<file path="src/hw/pdcs_pkg.sv">
// Purpose: Constants shared by the panel display command state block
// Assumes: Byte-wide host writes addressed by command offset
// Notes:   Offsets are the command and parameter addresses
package pdcs_pkg;
	localparam int          ADDR_W = 16;
	localparam int          POS_W  = 10;
	localparam int          PIX_W  = 24;

	localparam logic [15:0] FORCE_ALL_BLACK_CMD   = 16'h2200;
	localparam logic [15:0] FORCE_ALL_WHITE_CMD   = 16'h2300;
	localparam logic [15:0] IMAGE_OUTPUT_STOP_CMD = 16'h2800;
	localparam logic [15:0] IMAGE_OUTPUT_START_CMD = 16'h2900;
	localparam logic [15:0] FRAME_WRITE_BEGIN_CMD  = 16'h2c00;
	localparam logic [15:0] FRAME_WRITE_RESUME_CMD = 16'h3c00;
	localparam logic [15:0] TEAR_LINE_DISABLE_CMD  = 16'h3400;
	localparam logic [15:0] PARTIAL_MODE_ON_CMD    = 16'h1200;
	localparam logic [15:0] NORMAL_MODE_ON_CMD     = 16'h1300;

	localparam logic [15:0] COLUMN_START_HIGH      = 16'h2a00;
	localparam logic [15:0] COLUMN_START_LOW       = 16'h2a01;
	localparam logic [15:0] COLUMN_END_HIGH        = 16'h2a02;
	localparam logic [15:0] COLUMN_END_LOW         = 16'h2a03;
	localparam logic [15:0] ROW_START_HIGH         = 16'h2b00;
	localparam logic [15:0] ROW_START_LOW          = 16'h2b01;
	localparam logic [15:0] ROW_END_HIGH           = 16'h2b02;
	localparam logic [15:0] ROW_END_LOW            = 16'h2b03;
	localparam logic [15:0] PARTIAL_START_ROW_HIGH = 16'h3000;
	localparam logic [15:0] PARTIAL_START_ROW_LOW  = 16'h3001;
	localparam logic [15:0] PARTIAL_END_ROW_HIGH   = 16'h3002;
	localparam logic [15:0] PARTIAL_END_ROW_LOW    = 16'h3003;
	localparam logic [15:0] VERTICAL_PARTIAL_START_HIGH = 16'h3100;
	localparam logic [15:0] VERTICAL_PARTIAL_START_LOW  = 16'h3101;
	localparam logic [15:0] VERTICAL_PARTIAL_END_HIGH   = 16'h3102;
	localparam logic [15:0] VERTICAL_PARTIAL_END_LOW    = 16'h3103;
	localparam logic [15:0] TEAR_OUTPUT_CONTROL    = 16'h3500;
	localparam logic [15:0] SCAN_DIRECTION_CONTROL = 16'h3600;

	localparam logic [7:0]  START_HIGH_RESET = 8'h00;
	localparam logic [7:0]  START_LOW_RESET  = 8'h00;
	localparam logic [7:0]  END_HIGH_RESET   = 8'h01;
	localparam logic [7:0]  END_LOW_RESET    = 8'hdf;
	localparam logic [7:0]  TEAR_CTRL_RESET  = 8'h00;
	localparam logic [7:0]  SCAN_CTRL_RESET  = 8'h00;

	localparam int          TEAR_BLANKING_BIT = 0;
	localparam int          TEAR_REFRESH_BIT  = 1;
	localparam int          COLUMN_REVERSE_BIT = 6;
	localparam int          BGR_ORDER_BIT      = 3;

	localparam logic [23:0] PIXEL_BLACK = 24'h000000;
	localparam logic [23:0] PIXEL_WHITE = 24'hffffff;

	typedef enum logic [0:0] {
		PDCS_IDLE    = 1'b0,
		PDCS_WRITING = 1'b1
	} pdcs_write_state_type;
endpackage

</file>
<file path="src/hw/pdcs_window_stepper.sv">
// Purpose: Frame memory write position inside the column and row window
// Assumes: Window latched on load, one step per pixel written
// Notes:   Reverse columns run from last column down to first
`timescale 1ns/10ps
module pdcs_window_stepper import pdcs_pkg::*; (
	input  wire logic              ref_clk,
	input  wire logic              rst,
	input  wire logic              load,
	input  wire logic              step,
	input  wire logic [POS_W-1:0]  firstColumn,
	input  wire logic [POS_W-1:0]  lastColumn,
	input  wire logic [POS_W-1:0]  firstRow,
	input  wire logic [POS_W-1:0]  lastRow,
	input  wire logic              reverse,
	output logic      [POS_W-1:0]  column,
	output logic      [POS_W-1:0]  row
);
	logic [POS_W-1:0] firstColumn_reg;
	logic [POS_W-1:0] lastColumn_reg;
	logic [POS_W-1:0] firstRow_reg;
	logic [POS_W-1:0] lastRow_reg;
	logic             reverse_reg;
	logic             lineEnd;

	assign lineEnd = reverse_reg ? (column == firstColumn_reg) : (column == lastColumn_reg);

	always_ff @(posedge ref_clk) begin
		if (rst) begin
			firstColumn_reg <= '0;
			lastColumn_reg  <= '0;
			firstRow_reg    <= '0;
			lastRow_reg     <= '0;
			reverse_reg     <= 1'b0;
		end else if (load) begin
			firstColumn_reg <= firstColumn;
			lastColumn_reg  <= lastColumn;
			firstRow_reg    <= firstRow;
			lastRow_reg     <= lastRow;
			reverse_reg     <= reverse;
		end
	end

	always_ff @(posedge ref_clk) begin
		if (rst) begin
			column <= '0;
			row    <= '0;
		end else if (load) begin
			column <= reverse ? lastColumn : firstColumn;
			row    <= firstRow;
		end else if (step) begin
			if (lineEnd) begin
				column <= reverse_reg ? lastColumn_reg : firstColumn_reg;
				row    <= (row == lastRow_reg) ? firstRow_reg : row + 10'h001;
			end else begin
				column <= reverse_reg ? column - 10'h001 : column + 10'h001;
			end
		end
	end

	a_begin_position: assert property (@(posedge ref_clk) disable iff (rst)
		load && !reverse |=> column == $past(firstColumn) && row == $past(firstRow))
		else $error("write did not start at window");
	// Checked against the latched bounds, so window bytes sent mid-stream are harmless
	a_column_advance: assert property (@(posedge ref_clk) disable iff (rst)
		step && !load && !reverse_reg && column != lastColumn_reg
		|=> column == $past(column) + 10'h001)
		else $error("column did not advance");
endmodule // pdcs_window_stepper

</file>
<file path="src/hw/pdcs_command_state.sv">
// Purpose: Command state of the panel driver: forced fill, image output,
//          write window, partial area, tearing line and scan direction
// Assumes: Timing inputs and sleep come from logic on ref_clk
// Notes:   Each command or parameter byte is one hostWrite cycle
`timescale 1ns/10ps
module pdcs_command_state import pdcs_pkg::*; (
	input  wire logic              ref_clk,
	input  wire logic              rst,
	input  wire logic              hostWrite,
	input  wire logic [ADDR_W-1:0] hostAddr,
	input  wire logic [7:0]        hostData,
	input  wire logic              pixelValid,
	input  wire logic [PIX_W-1:0]  pixelData,
	input  wire logic              sleepMode,
	input  wire logic [PIX_W-1:0]  framePixel,
	input  wire logic [POS_W-1:0]  scanRow,
	input  wire logic              verticalBlank,
	input  wire logic              horizontalBlank,
	input  wire logic              refreshFrame,
	output logic                   pixelReady,
	output logic                   frameWrite,
	output logic      [POS_W-1:0]  frameColumn,
	output logic      [POS_W-1:0]  frameRow,
	output logic      [PIX_W-1:0]  frameData,
	output logic      [PIX_W-1:0]  panelPixel,
	output logic                   panelEnable,
	output logic                   rowShown,
	output logic                   tearSyncOutput,
	output logic                   imageOutputOn,
	output logic                   forceBlack,
	output logic                   forceWhite,
	output logic                   partialMode,
	output logic                   tearEnable,
	output logic                   tearBlankingSelect,
	output logic                   tearRefreshSelect,
	output logic                   columnReverse,
	output logic                   bgrOrder,
	output logic      [POS_W-1:0]  partialFirstRow,
	output logic      [POS_W-1:0]  partialLastRow,
	output logic      [8:0]        verticalFirstColumn,
	output logic      [8:0]        verticalLastColumn
);
	function automatic logic [POS_W-1:0] join10(input logic [7:0] hi, input logic [7:0] lo);
		return {hi[1:0], lo};
	endfunction
	function automatic logic hit(input logic [ADDR_W-1:0] a, input logic [ADDR_W-1:0] b);
		return a == b;
	endfunction
	logic [7:0] colStartHigh_reg;
	logic [7:0] colStartLow_reg;
	logic [7:0] colEndHigh_reg;
	logic [7:0] colEndLow_reg;
	logic [7:0] rowStartHigh_reg;
	logic [7:0] rowStartLow_reg;
	logic [7:0] rowEndHigh_reg;
	logic [7:0] rowEndLow_reg;
	logic [7:0] ptlStartHigh_reg;
	logic [7:0] ptlStartLow_reg;
	logic [7:0] ptlEndHigh_reg;
	logic [7:0] ptlEndLow_reg;
	logic [7:0] vptStartHigh_reg;
	logic [7:0] vptStartLow_reg;
	logic [7:0] vptEndHigh_reg;
	logic [7:0] vptEndLow_reg;
	logic [7:0] tearCtrl_reg;
	logic [7:0] scanCtrl_reg;
	logic       tearEnable_reg;
	logic       imageOn_reg;
	logic       forceBlack_reg;
	logic       forceWhite_reg;
	logic       partial_reg;
	pdcs_write_state_type writeState_reg;
	pdcs_write_state_type writeState_next;
	logic [POS_W-1:0] windowFirstColumn;
	logic [POS_W-1:0] windowLastColumn;
	logic [POS_W-1:0] windowFirstRow;
	logic [POS_W-1:0] windowLastRow;
	logic [POS_W-1:0] curColumn;
	logic [POS_W-1:0] curRow;
	logic             beginHit;
	logic             resumeHit;
	logic             pixelTake;
	logic [PIX_W-1:0] imagePixel;
	assign windowFirstColumn = join10(colStartHigh_reg, colStartLow_reg);
	assign windowLastColumn  = join10(colEndHigh_reg, colEndLow_reg);
	assign windowFirstRow    = join10(rowStartHigh_reg, rowStartLow_reg);
	assign windowLastRow     = join10(rowEndHigh_reg, rowEndLow_reg);
	assign partialFirstRow   = join10(ptlStartHigh_reg, ptlStartLow_reg);
	assign partialLastRow    = join10(ptlEndHigh_reg, ptlEndLow_reg);
	assign verticalFirstColumn = {vptStartHigh_reg[0], vptStartLow_reg};
	assign verticalLastColumn  = {vptEndHigh_reg[0], vptEndLow_reg};
	assign beginHit  = hostWrite && hit(hostAddr, FRAME_WRITE_BEGIN_CMD);
	assign resumeHit = hostWrite && hit(hostAddr, FRAME_WRITE_RESUME_CMD);
	assign pixelReady = (writeState_reg == PDCS_WRITING) && !hostWrite;
	assign pixelTake  = pixelValid && pixelReady;
	assign imageOutputOn      = imageOn_reg;
	assign forceBlack         = forceBlack_reg;
	assign forceWhite         = forceWhite_reg;
	assign partialMode        = partial_reg;
	assign tearEnable         = tearEnable_reg;
	assign tearBlankingSelect = tearCtrl_reg[TEAR_BLANKING_BIT];
	assign tearRefreshSelect  = tearCtrl_reg[TEAR_REFRESH_BIT];
	assign columnReverse      = scanCtrl_reg[COLUMN_REVERSE_BIT];
	assign bgrOrder           = scanCtrl_reg[BGR_ORDER_BIT];
	// Window bytes apply at once; the stepper copies them only on begin
	always_ff @(posedge ref_clk) begin
		if (rst) begin
			colStartHigh_reg <= START_HIGH_RESET;
			colStartLow_reg  <= START_LOW_RESET;
			colEndHigh_reg   <= END_HIGH_RESET;
			colEndLow_reg    <= END_LOW_RESET;
			rowStartHigh_reg <= START_HIGH_RESET;
			rowStartLow_reg  <= START_LOW_RESET;
			rowEndHigh_reg   <= END_HIGH_RESET;
			rowEndLow_reg    <= END_LOW_RESET;
		end else if (hostWrite) begin
			unique case (hostAddr)
				COLUMN_START_HIGH: colStartHigh_reg <= hostData;
				COLUMN_START_LOW:  colStartLow_reg  <= hostData;
				COLUMN_END_HIGH:   colEndHigh_reg   <= hostData;
				COLUMN_END_LOW:    colEndLow_reg    <= hostData;
				ROW_START_HIGH:    rowStartHigh_reg <= hostData;
				ROW_START_LOW:     rowStartLow_reg  <= hostData;
				ROW_END_HIGH:      rowEndHigh_reg   <= hostData;
				ROW_END_LOW:       rowEndLow_reg    <= hostData;
				default: ;
			endcase
		end
	end

	always_ff @(posedge ref_clk) begin
		if (rst) begin
			ptlStartHigh_reg <= START_HIGH_RESET;
			ptlStartLow_reg  <= START_LOW_RESET;
			ptlEndHigh_reg   <= END_HIGH_RESET;
			ptlEndLow_reg    <= END_LOW_RESET;
			vptStartHigh_reg <= START_HIGH_RESET;
			vptStartLow_reg  <= START_LOW_RESET;
			vptEndHigh_reg   <= END_HIGH_RESET;
			vptEndLow_reg    <= END_LOW_RESET;
		end else if (hostWrite) begin
			unique case (hostAddr)
				PARTIAL_START_ROW_HIGH:      ptlStartHigh_reg <= hostData;
				PARTIAL_START_ROW_LOW:       ptlStartLow_reg  <= hostData;
				PARTIAL_END_ROW_HIGH:        ptlEndHigh_reg   <= hostData;
				PARTIAL_END_ROW_LOW:         ptlEndLow_reg    <= hostData;
				VERTICAL_PARTIAL_START_HIGH: vptStartHigh_reg <= hostData;
				VERTICAL_PARTIAL_START_LOW:  vptStartLow_reg  <= hostData;
				VERTICAL_PARTIAL_END_HIGH:   vptEndHigh_reg   <= hostData;
				VERTICAL_PARTIAL_END_LOW:    vptEndLow_reg    <= hostData;
				default: ;
			endcase
		end
	end
	// Mode byte is kept while the line is on, so a repeat enable is a no-op
	always_ff @(posedge ref_clk) begin
		if (rst) begin
			tearEnable_reg <= 1'b0;
			tearCtrl_reg   <= TEAR_CTRL_RESET;
		end else if (hostWrite && hit(hostAddr, TEAR_LINE_DISABLE_CMD)) begin
			tearEnable_reg <= 1'b0;
		end else if (hostWrite && hit(hostAddr, TEAR_OUTPUT_CONTROL) && !tearEnable_reg) begin
			tearEnable_reg <= 1'b1;
			tearCtrl_reg   <= hostData;
		end
	end

	always_ff @(posedge ref_clk) begin
		if (rst) begin
			scanCtrl_reg <= SCAN_CTRL_RESET;
		end else if (hostWrite && hit(hostAddr, SCAN_DIRECTION_CONTROL)) begin
			scanCtrl_reg <= hostData;
		end
	end
	always_ff @(posedge ref_clk) begin
		if (rst) begin
			imageOn_reg <= 1'b0;
		end else if (hostWrite && hit(hostAddr, IMAGE_OUTPUT_STOP_CMD)) begin
			imageOn_reg <= 1'b0;
		end else if (hostWrite && hit(hostAddr, IMAGE_OUTPUT_START_CMD)) begin
			imageOn_reg <= 1'b1;
		end
	end
	// Forced fill never touches image on/off or partial state
	always_ff @(posedge ref_clk) begin
		if (rst) begin
			forceBlack_reg <= 1'b0;
			forceWhite_reg <= 1'b0;
			partial_reg    <= 1'b0;
		end else if (hostWrite) begin
			unique case (hostAddr)
				FORCE_ALL_BLACK_CMD: begin
					forceBlack_reg <= 1'b1;
					forceWhite_reg <= 1'b0;
				end
				FORCE_ALL_WHITE_CMD: begin
					forceWhite_reg <= 1'b1;
					forceBlack_reg <= 1'b0;
				end
				NORMAL_MODE_ON_CMD: begin
					forceBlack_reg <= 1'b0;
					forceWhite_reg <= 1'b0;
					partial_reg    <= 1'b0;
				end
				PARTIAL_MODE_ON_CMD: begin
					forceBlack_reg <= 1'b0;
					forceWhite_reg <= 1'b0;
					partial_reg    <= 1'b1;
				end
				default: ;
			endcase
		end
	end
	// Any other host byte closes the pixel stream
	always_comb begin
		writeState_next = writeState_reg;
		if (beginHit || resumeHit) begin
			writeState_next = PDCS_WRITING;
		end else if (hostWrite) begin
			writeState_next = PDCS_IDLE;
		end
	end

	always_ff @(posedge ref_clk) begin
		if (rst) begin
			writeState_reg <= PDCS_IDLE;
		end else begin
			writeState_reg <= writeState_next;
		end
	end
	// Resume does not reload, so the position follows the last pixel
	pdcs_window_stepper stepper (
		.ref_clk     (ref_clk),
		.rst         (rst),
		.load        (beginHit),
		.step        (pixelTake),
		.firstColumn (windowFirstColumn),
		.lastColumn  (windowLastColumn),
		.firstRow    (windowFirstRow),
		.lastRow     (windowLastRow),
		.reverse     (scanCtrl_reg[COLUMN_REVERSE_BIT]),
		.column      (curColumn),
		.row         (curRow)
	);
	always_ff @(posedge ref_clk) begin
		if (rst) begin
			frameWrite  <= 1'b0;
			frameColumn <= '0;
			frameRow    <= '0;
			frameData   <= '0;
		end else begin
			frameWrite  <= pixelTake;
			frameColumn <= curColumn;
			frameRow    <= curRow;
			frameData   <= pixelData;
		end
	end
	assign imagePixel = bgrOrder ?
		{framePixel[7:0], framePixel[15:8], framePixel[23:16]} : framePixel;

	always_ff @(posedge ref_clk) begin
		if (rst) begin
			panelPixel  <= PIXEL_BLACK;
			panelEnable <= 1'b0;
		end else if (sleepMode) begin
			panelPixel  <= PIXEL_BLACK;
			panelEnable <= 1'b0;
		end else if (forceBlack_reg) begin
			panelPixel  <= PIXEL_BLACK;
			panelEnable <= 1'b1;
		end else if (forceWhite_reg) begin
			panelPixel  <= PIXEL_WHITE;
			panelEnable <= 1'b1;
		end else begin
			panelPixel  <= imageOn_reg ? imagePixel : PIXEL_BLACK;
			panelEnable <= imageOn_reg;
		end
	end
	// Equal rows give one row; reversed bounds wrap through row zero
	always_ff @(posedge ref_clk) begin
		if (rst) begin
			rowShown <= 1'b1;
		end else if (!partial_reg) begin
			rowShown <= 1'b1;
		end else if (partialLastRow >= partialFirstRow) begin
			rowShown <= (scanRow >= partialFirstRow) && (scanRow <= partialLastRow);
		end else begin
			rowShown <= (scanRow >= partialFirstRow) || (scanRow <= partialLastRow);
		end
	end
	always_ff @(posedge ref_clk) begin
		if (rst) begin
			tearSyncOutput <= 1'b0;
		end else if (sleepMode) begin
			tearSyncOutput <= 1'b0;
		end else begin
			tearSyncOutput <= tearEnable_reg
				&& (verticalBlank || (tearBlankingSelect && horizontalBlank))
				&& (!tearRefreshSelect || refreshFrame);
		end
	end
	a_black_fill: assert property (@(posedge ref_clk) disable iff (rst)
		forceBlack_reg && !sleepMode |=> panelPixel == PIXEL_BLACK && panelEnable)
		else $error("forced black not shown");
	a_white_fill: assert property (@(posedge ref_clk) disable iff (rst)
		forceWhite_reg && !sleepMode |=> panelPixel == PIXEL_WHITE && panelEnable)
		else $error("forced white not shown");
	a_force_exit: assert property (@(posedge ref_clk) disable iff (rst)
		hostWrite && (hostAddr == NORMAL_MODE_ON_CMD || hostAddr == PARTIAL_MODE_ON_CMD)
		|=> !forceBlack_reg && !forceWhite_reg)
		else $error("forced fill survived mode command");
	a_force_single: assert property (@(posedge ref_clk) disable iff (rst)
		!(forceBlack_reg && forceWhite_reg))
		else $error("black and white forced together");
	a_image_return: assert property (@(posedge ref_clk) disable iff (rst)
		hostWrite && hostAddr == NORMAL_MODE_ON_CMD && imageOn_reg && !sleepMode
		##1 !sleepMode && imageOn_reg |=> panelPixel == $past(imagePixel))
		else $error("image not restored");
	a_display_off: assert property (@(posedge ref_clk) disable iff (rst)
		hostWrite && hostAddr == IMAGE_OUTPUT_STOP_CMD |=> !imageOn_reg
		&& $stable(forceBlack_reg) && $stable(partial_reg))
		else $error("display off misbehaved");
	a_display_on: assert property (@(posedge ref_clk) disable iff (rst)
		hostWrite && hostAddr == IMAGE_OUTPUT_START_CMD |=> imageOn_reg
		&& $stable(forceWhite_reg) && $stable(tearEnable_reg))
		else $error("display on misbehaved");
	a_tear_repeat: assert property (@(posedge ref_clk) disable iff (rst)
		tearEnable_reg && hostWrite && hostAddr == TEAR_OUTPUT_CONTROL |=> $stable(tearCtrl_reg))
		else $error("repeat tear enable changed mode");
	a_tear_sleep: assert property (@(posedge ref_clk) disable iff (rst)
		sleepMode |=> !tearSyncOutput)
		else $error("tear line active in sleep");
	a_tear_off: assert property (@(posedge ref_clk) disable iff (rst)
		hostWrite && hostAddr == TEAR_LINE_DISABLE_CMD |=> !tearEnable_reg ##1 !tearSyncOutput)
		else $error("tear line not disabled");
	a_partial_single: assert property (@(posedge ref_clk) disable iff (rst)
		partial_reg && partialFirstRow == partialLastRow && scanRow == partialFirstRow
		|=> rowShown)
		else $error("one-row partial area hidden");
endmodule // pdcs_command_state

</file>
<file path="config.mk">
export PLATFORM = sky130hd
export DESIGN_NAME = pdcs_command_state
export DESIGN_NICKNAME = d
export VERILOG_FILES = /design/src/hw/pdcs_pkg.sv /design/src/hw/pdcs_window_stepper.sv /design/src/hw/pdcs_command_state.sv
export SDC_FILE = /design/constraint.sdc
export NUM_CORES = 1
export LEC_CHECK = 0
export ABC_CLOCK_PERIOD_IN_PS = 3680
export BUFFER_PORTS_ARGS = -buffer_cell sky130_fd_sc_hd__buf_2
export CAP_MARGIN = 5
export CORE_ASPECT_RATIO = 1.5
export CORE_UTILIZATION = 35
export DETAILED_ROUTE_END_ITERATION = 6
export PLACE_DENSITY = 0.61
export RECOVER_POWER = 50
export SYNTH_ARGS = -nofsm -noshare
export SYNTH_HDL_FRONTEND = slang
export SYNTH_HIERARCHICAL = 1
export SYNTH_SLANG_ARGS = --single-unit
export TNS_END_PERCENT = 30
</file>
<file path="constraint.sdc">
create_clock -name ref_clk -period 3.68 [get_ports ref_clk]
set_input_delay 0.368 -clock ref_clk [delete_from_list [all_inputs] [get_ports ref_clk]]
set_output_delay 0.368 -clock ref_clk [all_outputs]
set_load 0.01 [all_outputs]
</file>
# [Word level (Yosys, flattened, before mapping)]
# Cells that the tools add are included.
[word_totals] ff_bits=226 latch_bits=0 mem_bits_rw=0 romBits=0 inputBits=90 out_inout_bits=120 wordCells=154 memories=0
[classes] addsub=3 n_mul=0 div=0 n_lt_le_gt_ge=3 eq_ne=30 shifts=0 n_mux=22 bitwise=2 reduce_logical=55
[op_table] cell="$eq A16 B14 Y1 const B" n=25
[op_table] cell="$mux W10" n=10
[op_table] cell="$mux W24" n=3
[op_table] cell="$reduce_and A2 Y1" n=21
[op_table] cell="$eq A16 B13 Y1 const B" n=2
[op_table] cell="$eq A10 B10 Y1" n=3
[op_table] cell="$add A10 B1 Y10 const B" n=2
[op_table] cell="$ge A10 B10 Y1" n=2
[op_table] cell="$logic_and A1 B1 Y1" n=14
[op_table] cell="$reduce_bool A2 Y1" n=6
[op_table] cell="$le A10 B10 Y1" n=1
[op_table] cell="$sub A10 B1 Y10 const B" n=1
[op_table] cell="$reduce_or A3 Y1" n=3
[op_table] cell="$reduce_or A2 Y1" n=4
[op_table] cell="$mux W1" n=6
[op_table] cell="$pmux W1 S2" n=3
[op_table] cell="$logic_or A1 B1 Y1" n=4
[op_table] cell="$logic_not A1 Y1" n=3
[op_table] cell="$not A1 Y1" n=2

# [Logic depth before layout (Yosys ltp)]
# Gate-level depths: netlist (run 1).
[depth] ltp_word=5 depth_mapped=12 ltp_nobuf=11

# [By module]
# Netlist (run 1), hierarchy kept.
[modules_own_cells] mod="pdcs_command_state" instances=1 cells_each=645 area_per_inst_um2=6363.6 seq_area_each_um2=3203.1
[modules_own_cells] mod="pdcs_window_stepper" instances=1 cells_each=395 area_per_inst_um2=3716.1 seq_area_each_um2=1221.2

# [Worst setup path before layout (run 1)]
# Ideal clock, no wire load.
[synth_timing] path_type="input to register" start="input port hostAddr[5]" end="register stepper.reverse_reg" setup_time_ns=0.128 arrival_ns=2.347 required_ns=3.552 path_slack_ns=1.205 stages=10 n_path_buf=2 path_cell_list="nor4_4 and2_1 nand2_1 nor3_1 nand3_1 nor2_1 clkbuf_1 buf_1 mux2i_1 nor2_1"
[synth_via] elab_chain_len=2
[synth_rtl] item="from (decl)" line="pdcs_command_state.sv:10" source="input wire logic [ADDR_W-1:0] hostAddr,"
[synth_rtl] item="$eq A16 B14 Y1" line="pdcs_command_state.sv:47" source="return a == b;"
[synth_rtl] item="$logic_and A1 B1 Y1" line="pdcs_command_state.sv:92" source="assign beginHit = hostWrite && hit(hostAddr, FRAME_WRITE_BEGIN_CMD);"
[synth_rtl] item="via beginHit" line="pdcs_command_state.sv:80" source="logic beginHit;"
[synth_rtl] item="to (signal assigned)" line="pdcs_window_stepper.sv:39" source="reverse_reg <= reverse;"
[synth_rtl] item="to (decl)" line="pdcs_window_stepper.sv:22" source="logic reverse_reg;"
# The timed path passes the listed nets, and every way through them passes these cells.
# A chain may end at the register's enable or synchronous reset.

# [Worst setup path in the final report (run 1)]
[layout_timing] start="input port rst" end="register stepper.row[1]"
[layout_rtl] item="from (decl)" line="pdcs_command_state.sv:8" source="input wire logic rst,"
[layout_rtl] item="to (signal assigned)" line="pdcs_window_stepper.sv:49" source="row <= firstRow;"
[layout_rtl] item="to (signal assigned)" line="pdcs_window_stepper.sv:53" source="row <= (row == lastRow_reg) ? firstRow_reg : row + 10'h001;"
[layout_rtl] item="to (decl)" line="pdcs_window_stepper.sv:16" source="output logic [POS_W-1:0] row"
# No word-level cell between the ends.

==> results of run 1 <==
==> final cells by class <==
type | count | area [um^2]
timing repair buffer | 223 | 997
tap | 346 | 433
fill | 2852 | 16200
clock inverter | 9 | 85.1
multi-input combinational | 725 | 5250
inverter | 29 | 109
clock buffer | 32 | 659
sequential | 221 | 4420
==> critical path: cells and delay by family <==
kind | cells | cell delay [ns]
compound gates | 1 | 0.29
buf+inv | 2 | 2.39
==> through the flow <==
step           total power [mW]  cells   util
3_3_place_gp               2.66   1544  0.404
2_1_floorplan              2.56   1040      -
5_1_grt                    5.08   1585  0.425
4_1_cts                    4.98   1585  0.431
6_report                   4.90   1585  0.425
3_5_place_dp               2.67   1544  0.404
==> synth_stat cells, types with 4 or more instances <==
cell	instances	area, um^2
sky130_fd_sc_hd__a21oi_1	50	250
sky130_fd_sc_hd__a21o_1	8	60.1
sky130_fd_sc_hd__o211ai_1	11	82.6
sky130_fd_sc_hd__o21ai_0	14	70.1
sky130_fd_sc_hd__a211oi_1	14	105
sky130_fd_sc_hd__a31oi_1	6	37.5
sky130_fd_sc_hd__nand3_1	12	60.1
sky130_fd_sc_hd__o22ai_1	4	25.0
sky130_fd_sc_hd__mux2_2	28	315
sky130_fd_sc_hd__inv_1	27	101
sky130_fd_sc_hd__nand2b_1	4	25.0
sky130_fd_sc_hd__o31a_1	5	43.8
sky130_fd_sc_hd__ha_1	39	488
sky130_fd_sc_hd__and4_1	4	35.0
sky130_fd_sc_hd__xnor2_1	14	123
sky130_fd_sc_hd__nor3_1	8	40.0
sky130_fd_sc_hd__and3_1	7	43.8
sky130_fd_sc_hd__nand4_1	9	56.3
sky130_fd_sc_hd__nor4_1	7	43.8
sky130_fd_sc_hd__nor2b_1	49	307
sky130_fd_sc_hd__nand2_1	56	210
sky130_fd_sc_hd__mux2i_1	150	1500
sky130_fd_sc_hd__nor2_1	152	571
sky130_fd_sc_hd__clkbuf_1	44	165
sky130_fd_sc_hd__buf_2	4	20.0
sky130_fd_sc_hd__xor2_1	18	158
sky130_fd_sc_hd__dfxtp_1	221	4420
sky130_fd_sc_hd__buf_1	12	45.0
sky130_fd_sc_hd__or3_1	4	25.0
==> power by group <==
| part | leakage, nW | internal [mW] | switching (mW) |
|---|---|---|---|
| registers | 1.79 | 2.41 | 0.00316 |
| clock network | 0.359 | 1.33 | 0.968 |
| logic | 2.48 | 0.0734 | 0.122 |
==> layer usage <==
layer | routed length, um | vias to the layer above | track usage
met5 | 0 | - | 0
met4 | 717 | 0 | 0.0660
met3 | 1150 | 45 | 0.0253
met2 | 13100 | 178 | 0.318
met1 | 11100 | 3745 | 0.211
li1 | - | 3965 | -
==> cell families after synthesis <==
group,Yosys count,share of synthesized area
multiplexers,178,0.180
AO/OA/AOI/OAI,134,0.0895
adder cells (fa/ha/maj),40,0.0504
buffers and inverters,94,0.0397
flip-flops,221,0.439
AND/OR/NAND/NOR,341,0.173
XOR/XNOR,32,0.0278
==> placed cells by master, fill, tap and decap left out, types with 6 or more instances in the layout <==
| master | n |
|---|---|
| sky130_fd_sc_hd__nand4_1 | 9 |
| sky130_fd_sc_hd__mux2i_1 | 150 |
| sky130_fd_sc_hd__o21ai_0 | 14 |
| sky130_fd_sc_hd__nor2_1 | 151 |
| sky130_fd_sc_hd__mux2_2 | 28 |
| sky130_fd_sc_hd__xor2_1 | 18 |
| sky130_fd_sc_hd__ha_1 | 39 |
| sky130_fd_sc_hd__buf_4 | 11 |
| sky130_fd_sc_hd__clkbuf_1 | 121 |
| sky130_fd_sc_hd__inv_1 | 27 |
| sky130_fd_sc_hd__o211ai_1 | 11 |
| sky130_fd_sc_hd__nor4_1 | 8 |
| sky130_fd_sc_hd__clkbuf_16 | 23 |
| sky130_fd_sc_hd__and3_1 | 7 |
| sky130_fd_sc_hd__nand3_1 | 12 |
| sky130_fd_sc_hd__dfxtp_1 | 221 |
| sky130_fd_sc_hd__nand2_1 | 56 |
| sky130_fd_sc_hd__xnor2_1 | 14 |
| sky130_fd_sc_hd__nor3_1 | 8 |
| sky130_fd_sc_hd__a211oi_1 | 14 |
| sky130_fd_sc_hd__buf_2 | 95 |
| sky130_fd_sc_hd__a21oi_1 | 50 |
| sky130_fd_sc_hd__a31oi_1 | 6 |
| sky130_fd_sc_hd__nor2b_1 | 49 |
| sky130_fd_sc_hd__a21o_1 | 8 |
==> worst max-delay path by stage <==
stage / to / slack, ns
floorplan: stepper/reverse_reg$_SDFFE_PP0P_ / 1.21
global placement: stepper/column[7]$_SDFFE_PP0P_ / 0.81
detailed placement: stepper/column[7]$_SDFFE_PP0P_ / 0.75
CTS: stepper/row[9]$_SDFFE_PP0P_ / 0.97
global route: stepper/row[1]$_SDFFE_PP0P_ / 0.59
finish: stepper/row[1]$_SDFFE_PP0P_ / 0.86
==> flow_summary.rst, run 1 <==
.. list-table::
   :header-rows: 1

   * - Metric
     - Value
   * - First-pass DRT Iterations
     - 5
   * - DRC violations left
     - 0
   * - Final non-filler cell area
     - 12000 um^2
   * - CP endpoint kind
     - register
   * - Unrepaired setup endpoints after global routing
     - no
   * - Post-route fraction of the period consumed by the critical path
     - 0.767
   * - Post-Syn Area
     - 10100 um^2
   * - Worst max-slew margin expressed relative to the limit
     - -0.750
   * - Synthesized netlist net count
     - 1170
   * - Area growth from synthesis to layout
     - 18.6%
   * - CTS root buffer
     - sky130_fd_sc_hd__clkbuf_16
   * - Total Neg Setup Slack
     - 0 ns
   * - Violation count after the first detailed-routing iteration
     - 322
   * - Global-route wire length before repair
     - 41900 um
   * - Clock slew at reported path FFs
     - 0.06 ns
   * - Highest clock rate
     - 354 MHz
   * - Leakage dissipation
     - 4.63 nW
   * - Slowest CP cell
     - sky130_fd_sc_hd__clkbuf_1
   * - Number of H-tree branching levels
     - 1
   * - EDFF count, synth
     - 0
   * - Data required time at the worst endpoint
     - 3.97 ns
   * - Number of flip-flops and latches in the synthesized netlist
     - 221
   * - Critical path startpoint category
     - primary input
   * - Layout cell share with drive strength beyond 1
     - 0.158
   * - Cell area after placement
     - 11400 um^2
   * - Crit Reg-Reg Endpoint
     - stepper/row[5]$_SDFFE_PP0P_
   * - Total setup violations reported at the end of the flow
     - 0
   * - Path type of the worst setup path
     - in2reg
   * - Final Hold Slack
     - 0.0560 ns
   * - R2R setup slack
     - 0.98 ns
   * - Cells on worst reg2reg path
     - 7
   * - Post-route worst setup slack
     - 0.857 ns
   * - Clock tree from TritonCTS
     - built
   * - Outcome
     - finished, violations left
   * - Antenna Nets Post-Route
     - 0
   * - Top-level port count
     - 210
   * - Synth Area per Inst
     - 9.69 um^2
   * - Setup skew after layout
     - 0.00778 ns
   * - Worst r2r src
     - stepper/reverse_reg$_SDFFE_PP0P_
   * - Number of instances in the synthesized netlist
     - 1040
   * - CP max stage delay
     - 1.90 ns
   * - Number of sinks handled by clock tree synthesis
     - 221
   * - Via total after detailed routing
     - 7933
   * - Number of unique standard cell types used by synthesis
     - 67
   * - Floorplan row count
     - 75
   * - Worst min-delay path endpoint
     - frameData[21]$_SDFF_PP0_
   * - Number of antenna violations at the first check in global routing
     - 0
   * - Number of max-cap violations
     - 2
   * - Worst hold stages
     - 2
   * - Final WL
     - 26100 um
   * - Layout net count
     - 1353
   * - Ys Warns
     - 6
   * - Registers with the most flip-flops
     - frameData x24, panelPixel x24
   * - Floorplan core area
     - 28200 um^2
   * - Clock insertion delay at the later pin of the skew report
     - 0.52 ns
   * - Port-buffer cells
     - 209
   * - Power density cells
     - 410 nW/um^2
   * - Hold-fix buffers, CTS
     - 0
   * - Register area share after synthesis
     - 0.439
   * - Post-DR wirelength/cell
     - 16.5 um
   * - Total routing usage reported by global routing
     - 0.177
   * - Data arrival time of the critical path
     - 3.12 ns
   * - Vertical die dimension
     - 210 um
   * - Pin count of the biggest net entering global routing
     - 58
   * - Total setup buffers inserted after CTS
     - 0
   * - Failing checks
     - capacitance limit, slew limit
   * - Initial core utilization
     - 0.358
   * - Worst setup slack before clock tree synthesis
     - 0.751 ns
   * - Post-cts resize count
     - 0
   * - Number of slew-limit violations in the final report
     - 92
   * - Vias in the first global route
     - 7725
   * - Maximum net fanout on the critical path
     - 57
   * - Largest buffer count on any clock path
     - 3
   * - Routability-driven placement congestion ratio
     - 0.817
   * - Worst hold path class
     - in2reg
   * - Vias per cell
     - 5.01
   * - Top flip-flop cell by instance count after synthesis
     - sky130_fd_sc_hd__dfxtp_1
   * - Final Hold Vio Count
     - 0
   * - IR drop worst, VDD
     - 0.283 mV
   * - Origin of the worst min-delay path
     - pixelData[21]
   * - Die Outline Area
     - 29500 um^2
   * - DPL Wire Length
     - 18700 um
   * - Ant diodes
     - 0
   * - Global route overflow
     - 0
   * - Inserted Clock Buffers
     - 23
   * - Horizontal die dimension
     - 141 um
   * - Launching instance or port of the critical path
     - rst
   * - Ys async rst share
     - 0
   * - Slew at the pin closest to its max-slew limit
     - 2.63 ns
   * - Time the worst path needs with I/O delays and setup
     - 2.82 ns
   * - Critical-path cell list
     - buf_4 -> clkbuf_1 -> o22ai_1
No activity file was read; power rests on OpenSTA's default activity.
==> run 2, diff against run 1 <==
--- a/config.mk
+++ b/config.mk
@@ -5,13 +5,14 @@
 export SDC_FILE = /design/constraint.sdc
 export NUM_CORES = 1
 export LEC_CHECK = 0
-export ABC_CLOCK_PERIOD_IN_PS = 3680
+export ABC_AREA = 1
+export ABC_CLOCK_PERIOD_IN_PS = 2500
 export BUFFER_PORTS_ARGS = -buffer_cell sky130_fd_sc_hd__buf_2
 export CAP_MARGIN = 5
 export CORE_ASPECT_RATIO = 1.5
 export CORE_UTILIZATION = 35
 export DETAILED_ROUTE_END_ITERATION = 6
-export PLACE_DENSITY = 0.61
+export PLACE_DENSITY = 0.63
 export RECOVER_POWER = 50
 export SYNTH_ARGS = -nofsm -noshare
 export SYNTH_HDL_FRONTEND = slang
==> constraint.sdc (replaced) <==
create_clock -name ref_clk -period 2.5 [get_ports ref_clk]
set_input_delay 0.25 -clock ref_clk [delete_from_list [all_inputs] [get_ports ref_clk]]
set_output_delay 0.25 -clock ref_clk [all_outputs]
set_load 0.01 [all_outputs]
==> run 2 against run 1 <==
- clock-buffer cell count down 2
- the run now ends clean
- register-to-register slack worse by 0.52 ns
- sequential power up 47%
- highest routed layer unchanged
- largest cell class unchanged
- worst setup slack worse by 0.49 ns
==> flow_summary.rst, run 2 <==
.. list-table::
   :header-rows: 1

   * - Metric
     - Value
   * - Outcome
     - finished, final reports clean
   * - DRC violations left
     - 0 (unchanged)
   * - Area growth from synthesis to layout
     - 22.4%
   * - Top-level port count
     - 210 (unchanged)
   * - Ys Warns
     - 6 (unchanged)
   * - Synthesized netlist net count
     - 1661 (+42%)
   * - Number of flip-flops and latches in the synthesized netlist
     - 221 (unchanged)
   * - Post-Syn Area
     - 10700 um^2 (+6.2%)
   * - Worst max-slew margin expressed relative to the limit
     - 0.295 (+1.05)
   * - Most area-consuming cells after synthesis
     - sky130_fd_sc_hd__dfxtp_1 (41%), sky130_fd_sc_hd__nand2_1 (14%), sky130_fd_sc_hd__nor2_1 (7.2%)
   * - Global-route wire length before repair
     - 50400 um (+20%)
   * - Register area share after synthesis
     - 0.413 (-0.0256)
   * - Post-route fraction of the period consumed by the critical path
     - 0.853
   * - Number of max-cap violations
     - 0 (-2)
   * - Finished Layout Cells
     - 2176 (+37%)
   * - Final Hold Vio Count
     - 0 (unchanged)
   * - Final WL
     - 31300 um (+20%)
   * - Critical Path Sink
     - ptlStartLow_reg[4]$_SDFFE_PP0P_
   * - Total setup buffers inserted after CTS
     - 0 (unchanged)
   * - Most frequent standard cell in the layout excluding fill and tap cells
     - sky130_fd_sc_hd__nand2_1
   * - Clock tree from TritonCTS
     - built
   * - Routability-driven placement congestion ratio
     - 0.861 (+5.3%)
   * - Clock insertion delay at the later pin of the skew report
     - 0.53 ns (about the same)
   * - Initial core utilization
     - 0.355 (-0.00314)
   * - Launching instance or port of the critical path
     - rst
   * - Setup skew after layout
     - 0.0216 ns (+0.0139 ns)
   * - Synth Area per Inst
     - 6.99 um^2 (-28%)
   * - First-pass DRT Iterations
     - 4 (-1)
   * - Cells on worst reg2reg path
     - 12 (+5)
   * - Net Sw Power
     - 1.71 mW (+57%)
   * - Worst hold path class
     - in2reg
   * - Power density cells
     - 557 nW/um^2 (+36%)
   * - Total setup violations reported at the end of the flow
     - 0 (unchanged)
   * - Registers with the most flip-flops
     - frameData x24, panelPixel x24
   * - Inserted Clock Buffers
     - 23 (unchanged)
   * - Met1 Routed Length
     - 12700 um (+14%)
   * - Port-buffer cells
     - 209 (unchanged)
   * - Leading area contributor after synthesis
     - sky130_fd_sc_hd__dfxtp_1
   * - Power Internal
     - 5.58 mW (+47%)
   * - Global route overflow
     - 0 (unchanged)
   * - Via total after detailed routing
     - 10200 (+29%)
   * - DPL Wire Length
     - 23300 um (+24%)
   * - Routed met3 length
     - 1200 um (+3.9%)
   * - Antenna Nets Post-Route
     - 0 (unchanged)
   * - Vertical die dimension
     - 216 um (+3.0%)
   * - Slew at the pin closest to its max-slew limit
     - 1.06 ns (-1.57 ns)
   * - Pin count of the biggest net entering global routing
     - 51 (-12%)
   * - Data arrival time of the critical path
     - 2.57 ns (-0.55 ns)
   * - CP endpoint kind
     - register
   * - Ys async rst share
     - 0 (unchanged)
   * - Total routing usage reported by global routing
     - 0.204 (+0.0268)
   * - Violation count after the first detailed-routing iteration
     - 424 (+32%)
   * - Largest buffer count on any clock path
     - 3 (unchanged)
   * - Horizontal die dimension
     - 145 um (+3.0%)
   * - Met2 Routed Length
     - 16500 um (+26%)
   * - Time the worst path needs with I/O delays and setup
     - 2.13 ns
   * - Clock share of power
     - 0.462 (-0.006)
   * - R2R setup slack
     - 0.46 ns (-0.52 ns)
   * - Clock slew at reported path FFs
     - 0.06 ns (about the same)
   * - Path type of the worst setup path
     - in2reg
   * - Number of antenna violations at the first check in global routing
     - 1 (+1)
   * - Part of the total power dissipated in sequential elements
     - 0.486 (-0.006)
   * - Most used standard cell by instance count after synthesis
     - sky130_fd_sc_hd__nand2_1
   * - Number of H-tree branching levels
     - 1 (unchanged)
   * - Top sig layer
     - met4
   * - Sw Ratio
     - 0.235 (+0.0117)
   * - Floorplan core area
     - 30200 um^2 (+7.1%)
   * - Highest clock rate
     - 469 MHz
   * - Maximum net fanout on the critical path
     - 50 (-12%)
   * - Top library cells by usage in the layout, fill and taps aside
     - sky130_fd_sc_hd__nand2_1 (411), sky130_fd_sc_hd__dfxtp_1 (221), sky130_fd_sc_hd__nor2_1 (204)
   * - CTS root buffer
     - sky130_fd_sc_hd__clkbuf_16
   * - Vias per cell
     - 4.69 (-6.3%)
   * - Number of slew-limit violations in the final report
     - 0 (-100%)
   * - Layout net count
     - 1891 (+40%)
   * - Top flip-flop cell by instance count after synthesis
     - sky130_fd_sc_hd__dfxtp_1
   * - Data required time at the worst endpoint
     - 2.94 ns (-1.03 ns)
   * - Critical path startpoint category
     - primary input
   * - Floorplan row count
     - 78 (+4.0%)
   * - Top-area cell type share of the netlist area
     - 0.413 (-0.0256)
   * - Number of unique standard cell types used by synthesis
     - 41 (-39%)
   * - Number of sinks handled by clock tree synthesis
     - 221 (unchanged)
   * - Total instance count after detailed placement
     - 2101 (+36%)
   * - Commonest cells post-synth
     - sky130_fd_sc_hd__nand2_1 (411), sky130_fd_sc_hd__dfxtp_1 (221), sky130_fd_sc_hd__nor2_1 (204)
   * - Unrepaired setup endpoints after global routing
     - no
   * - Number of instances in the synthesized netlist
     - 1531 (+47%)
   * - Crit Reg-Reg Endpoint
     - stepper/row[8]$_SDFFE_PP0P_
   * - Worst r2r src
     - stepper/reverse_reg$_SDFFE_PP0P_
   * - Layout cell share with drive strength beyond 1
     - 0.158 (-0.000446)
   * - Total Neg Setup Slack
     - 0 ns (unchanged)
   * - Leakage dissipation
     - 6.27 nW (+36%)
   * - Post-cts resize count
     - 0 (unchanged)
   * - Die Outline Area
     - 31300 um^2 (+6.1%)
   * - Logic pwr share
     - 0.052 (+0.012)
   * - EDFF count, synth
     - 0 (unchanged)
   * - IR drop worst, VDD
     - 0.525 mV (+85%)
   * - Vias in the first global route
     - 10100 (+30%)
   * - Post-DR wirelength/cell
     - 14.4 um (-13%)
==> run 2: cell count changes in the layout (fill, tap and decap cells not counted), sizes merged, moves of 67 or more <==
| cell | before | now |
|---|---|---|
| nor2 | 156 | 223 |
| a21oi | 50 | 132 |
| mux2i | 150 | 4 |
| nand3 | 13 | 88 |
| buf | 106 | 177 |
| inv | 28 | 191 |
| nand2 | 57 | 425 |
==> run 2: stage by stage <==
| stage | area, um^2 | hold slack [ns] | worst slack [ns] | power, mW | utilization |
|---|---|---|---|---|---|
| final | 13100 | 0.0111 | 0.366 | 7.29 | 0.434 |
| after global routing | 13100 | 0.0106 | 0.149 | 7.56 | 0.434 |
| after CTS | 13200 | 0.000413 | 0.438 | 7.39 | 0.438 |
| after detailed placement | 12100 | 0.445 | 0.0790 | 3.97 | 0.402 |
| after global placement | 12100 | 0.436 | 0.139 | 3.96 | 0.402 |
| after floorplan | 10700 | 0.357 | 0.369 | 3.79 | - |
==> run 2: critical path: stages <==
cell,delay (ns)
sky130_fd_sc_hd__clkbuf_1,0.42
sky130_fd_sc_hd__inv_1,0.63
sky130_fd_sc_hd__buf_2,0.80
sky130_fd_sc_hd__o21ai_0,0.26
sky130_fd_sc_hd__a21oi_1,0.18
==> run 2: cell families (layout without fill, tap and decap cells) <==
family / after synthesis / count (layout) / synth area share
other: 0 / 1 / 0
buffers and inverters: 250 / 494 / 0.0971
muxes: 4 / 4 / 0.00374
DFF: 221 / 221 / 0.413
xor gates and xnor gates: 11 / 11 / 0.00900
adders and majority gates: 40 / 40 / 0.0475
and+or+nand+nor: 785 / 785 / 0.321
AOI/OAI and AO/OA: 220 / 220 / 0.108
==> run 2: power groups by stage <==
stage | clock network (mW) | registers [mW] | logic (mW)
global placement | 0 | 3.62 | 0.340
detailed placement | 0 | 3.62 | 0.346
global route | 3.59 | 3.55 | 0.417
floorplan | 0 | 3.64 | 0.155
finish | 3.37 | 3.55 | 0.377
CTS | 3.46 | 3.54 | 0.388
==> run 2: worst min path at each step <==
| stage | from | endpoint | slack [ns] | cells after the start |
|---|---|---|---|---|
| after floorplan | pixelData[0] | frameData[0]$_SDFF_PP0_ | 0.36 | 2 |
| after global placement | vptEndLow_reg[7]$_SDFFE_PP1P_ | vptEndLow_reg[7]$_SDFFE_PP1P_ | 0.44 | 2 |
| after detailed placement | vptEndLow_reg[6]$_SDFFE_PP1P_ | vptEndLow_reg[6]$_SDFFE_PP1P_ | 0.45 | 2 |
| after CTS | framePixel[16] | panelPixel[16]$_SDFF_PP0_ | 0.0004 | 3 |
| after global routing | framePixel[22] | panelPixel[6]$_SDFF_PP0_ | 0.01 | 3 |
| final | framePixel[22] | panelPixel[6]$_SDFF_PP0_ | 0.01 | 3 |
==> run 2: repair_timing <==
action / CTS / global route
hold buffers: 35 / 0
endpoints found under the hold margin: 35 / 0
endpoints found under the setup margin: 0 / 0
==> run 2: area by class of cell <==
type                       count  area, um^2
sequential                   221        4420
clock buffer                  30         632
antenna                        1        2.50
inverter                     190         718
fill                        3104       17100
clock inverter                 9        88.8
multi-input combinational   1060        5230
timing repair buffer         265        1500
tap                          400         500
==> run 2: layer usage <==
metal / up-vias / track usage
met2: 205 / 0.381
met3: 50 / 0.0278
met1: 4658 / 0.228
met4: 0 / 0.0754
met5: - / 0
li1: 5295 / -
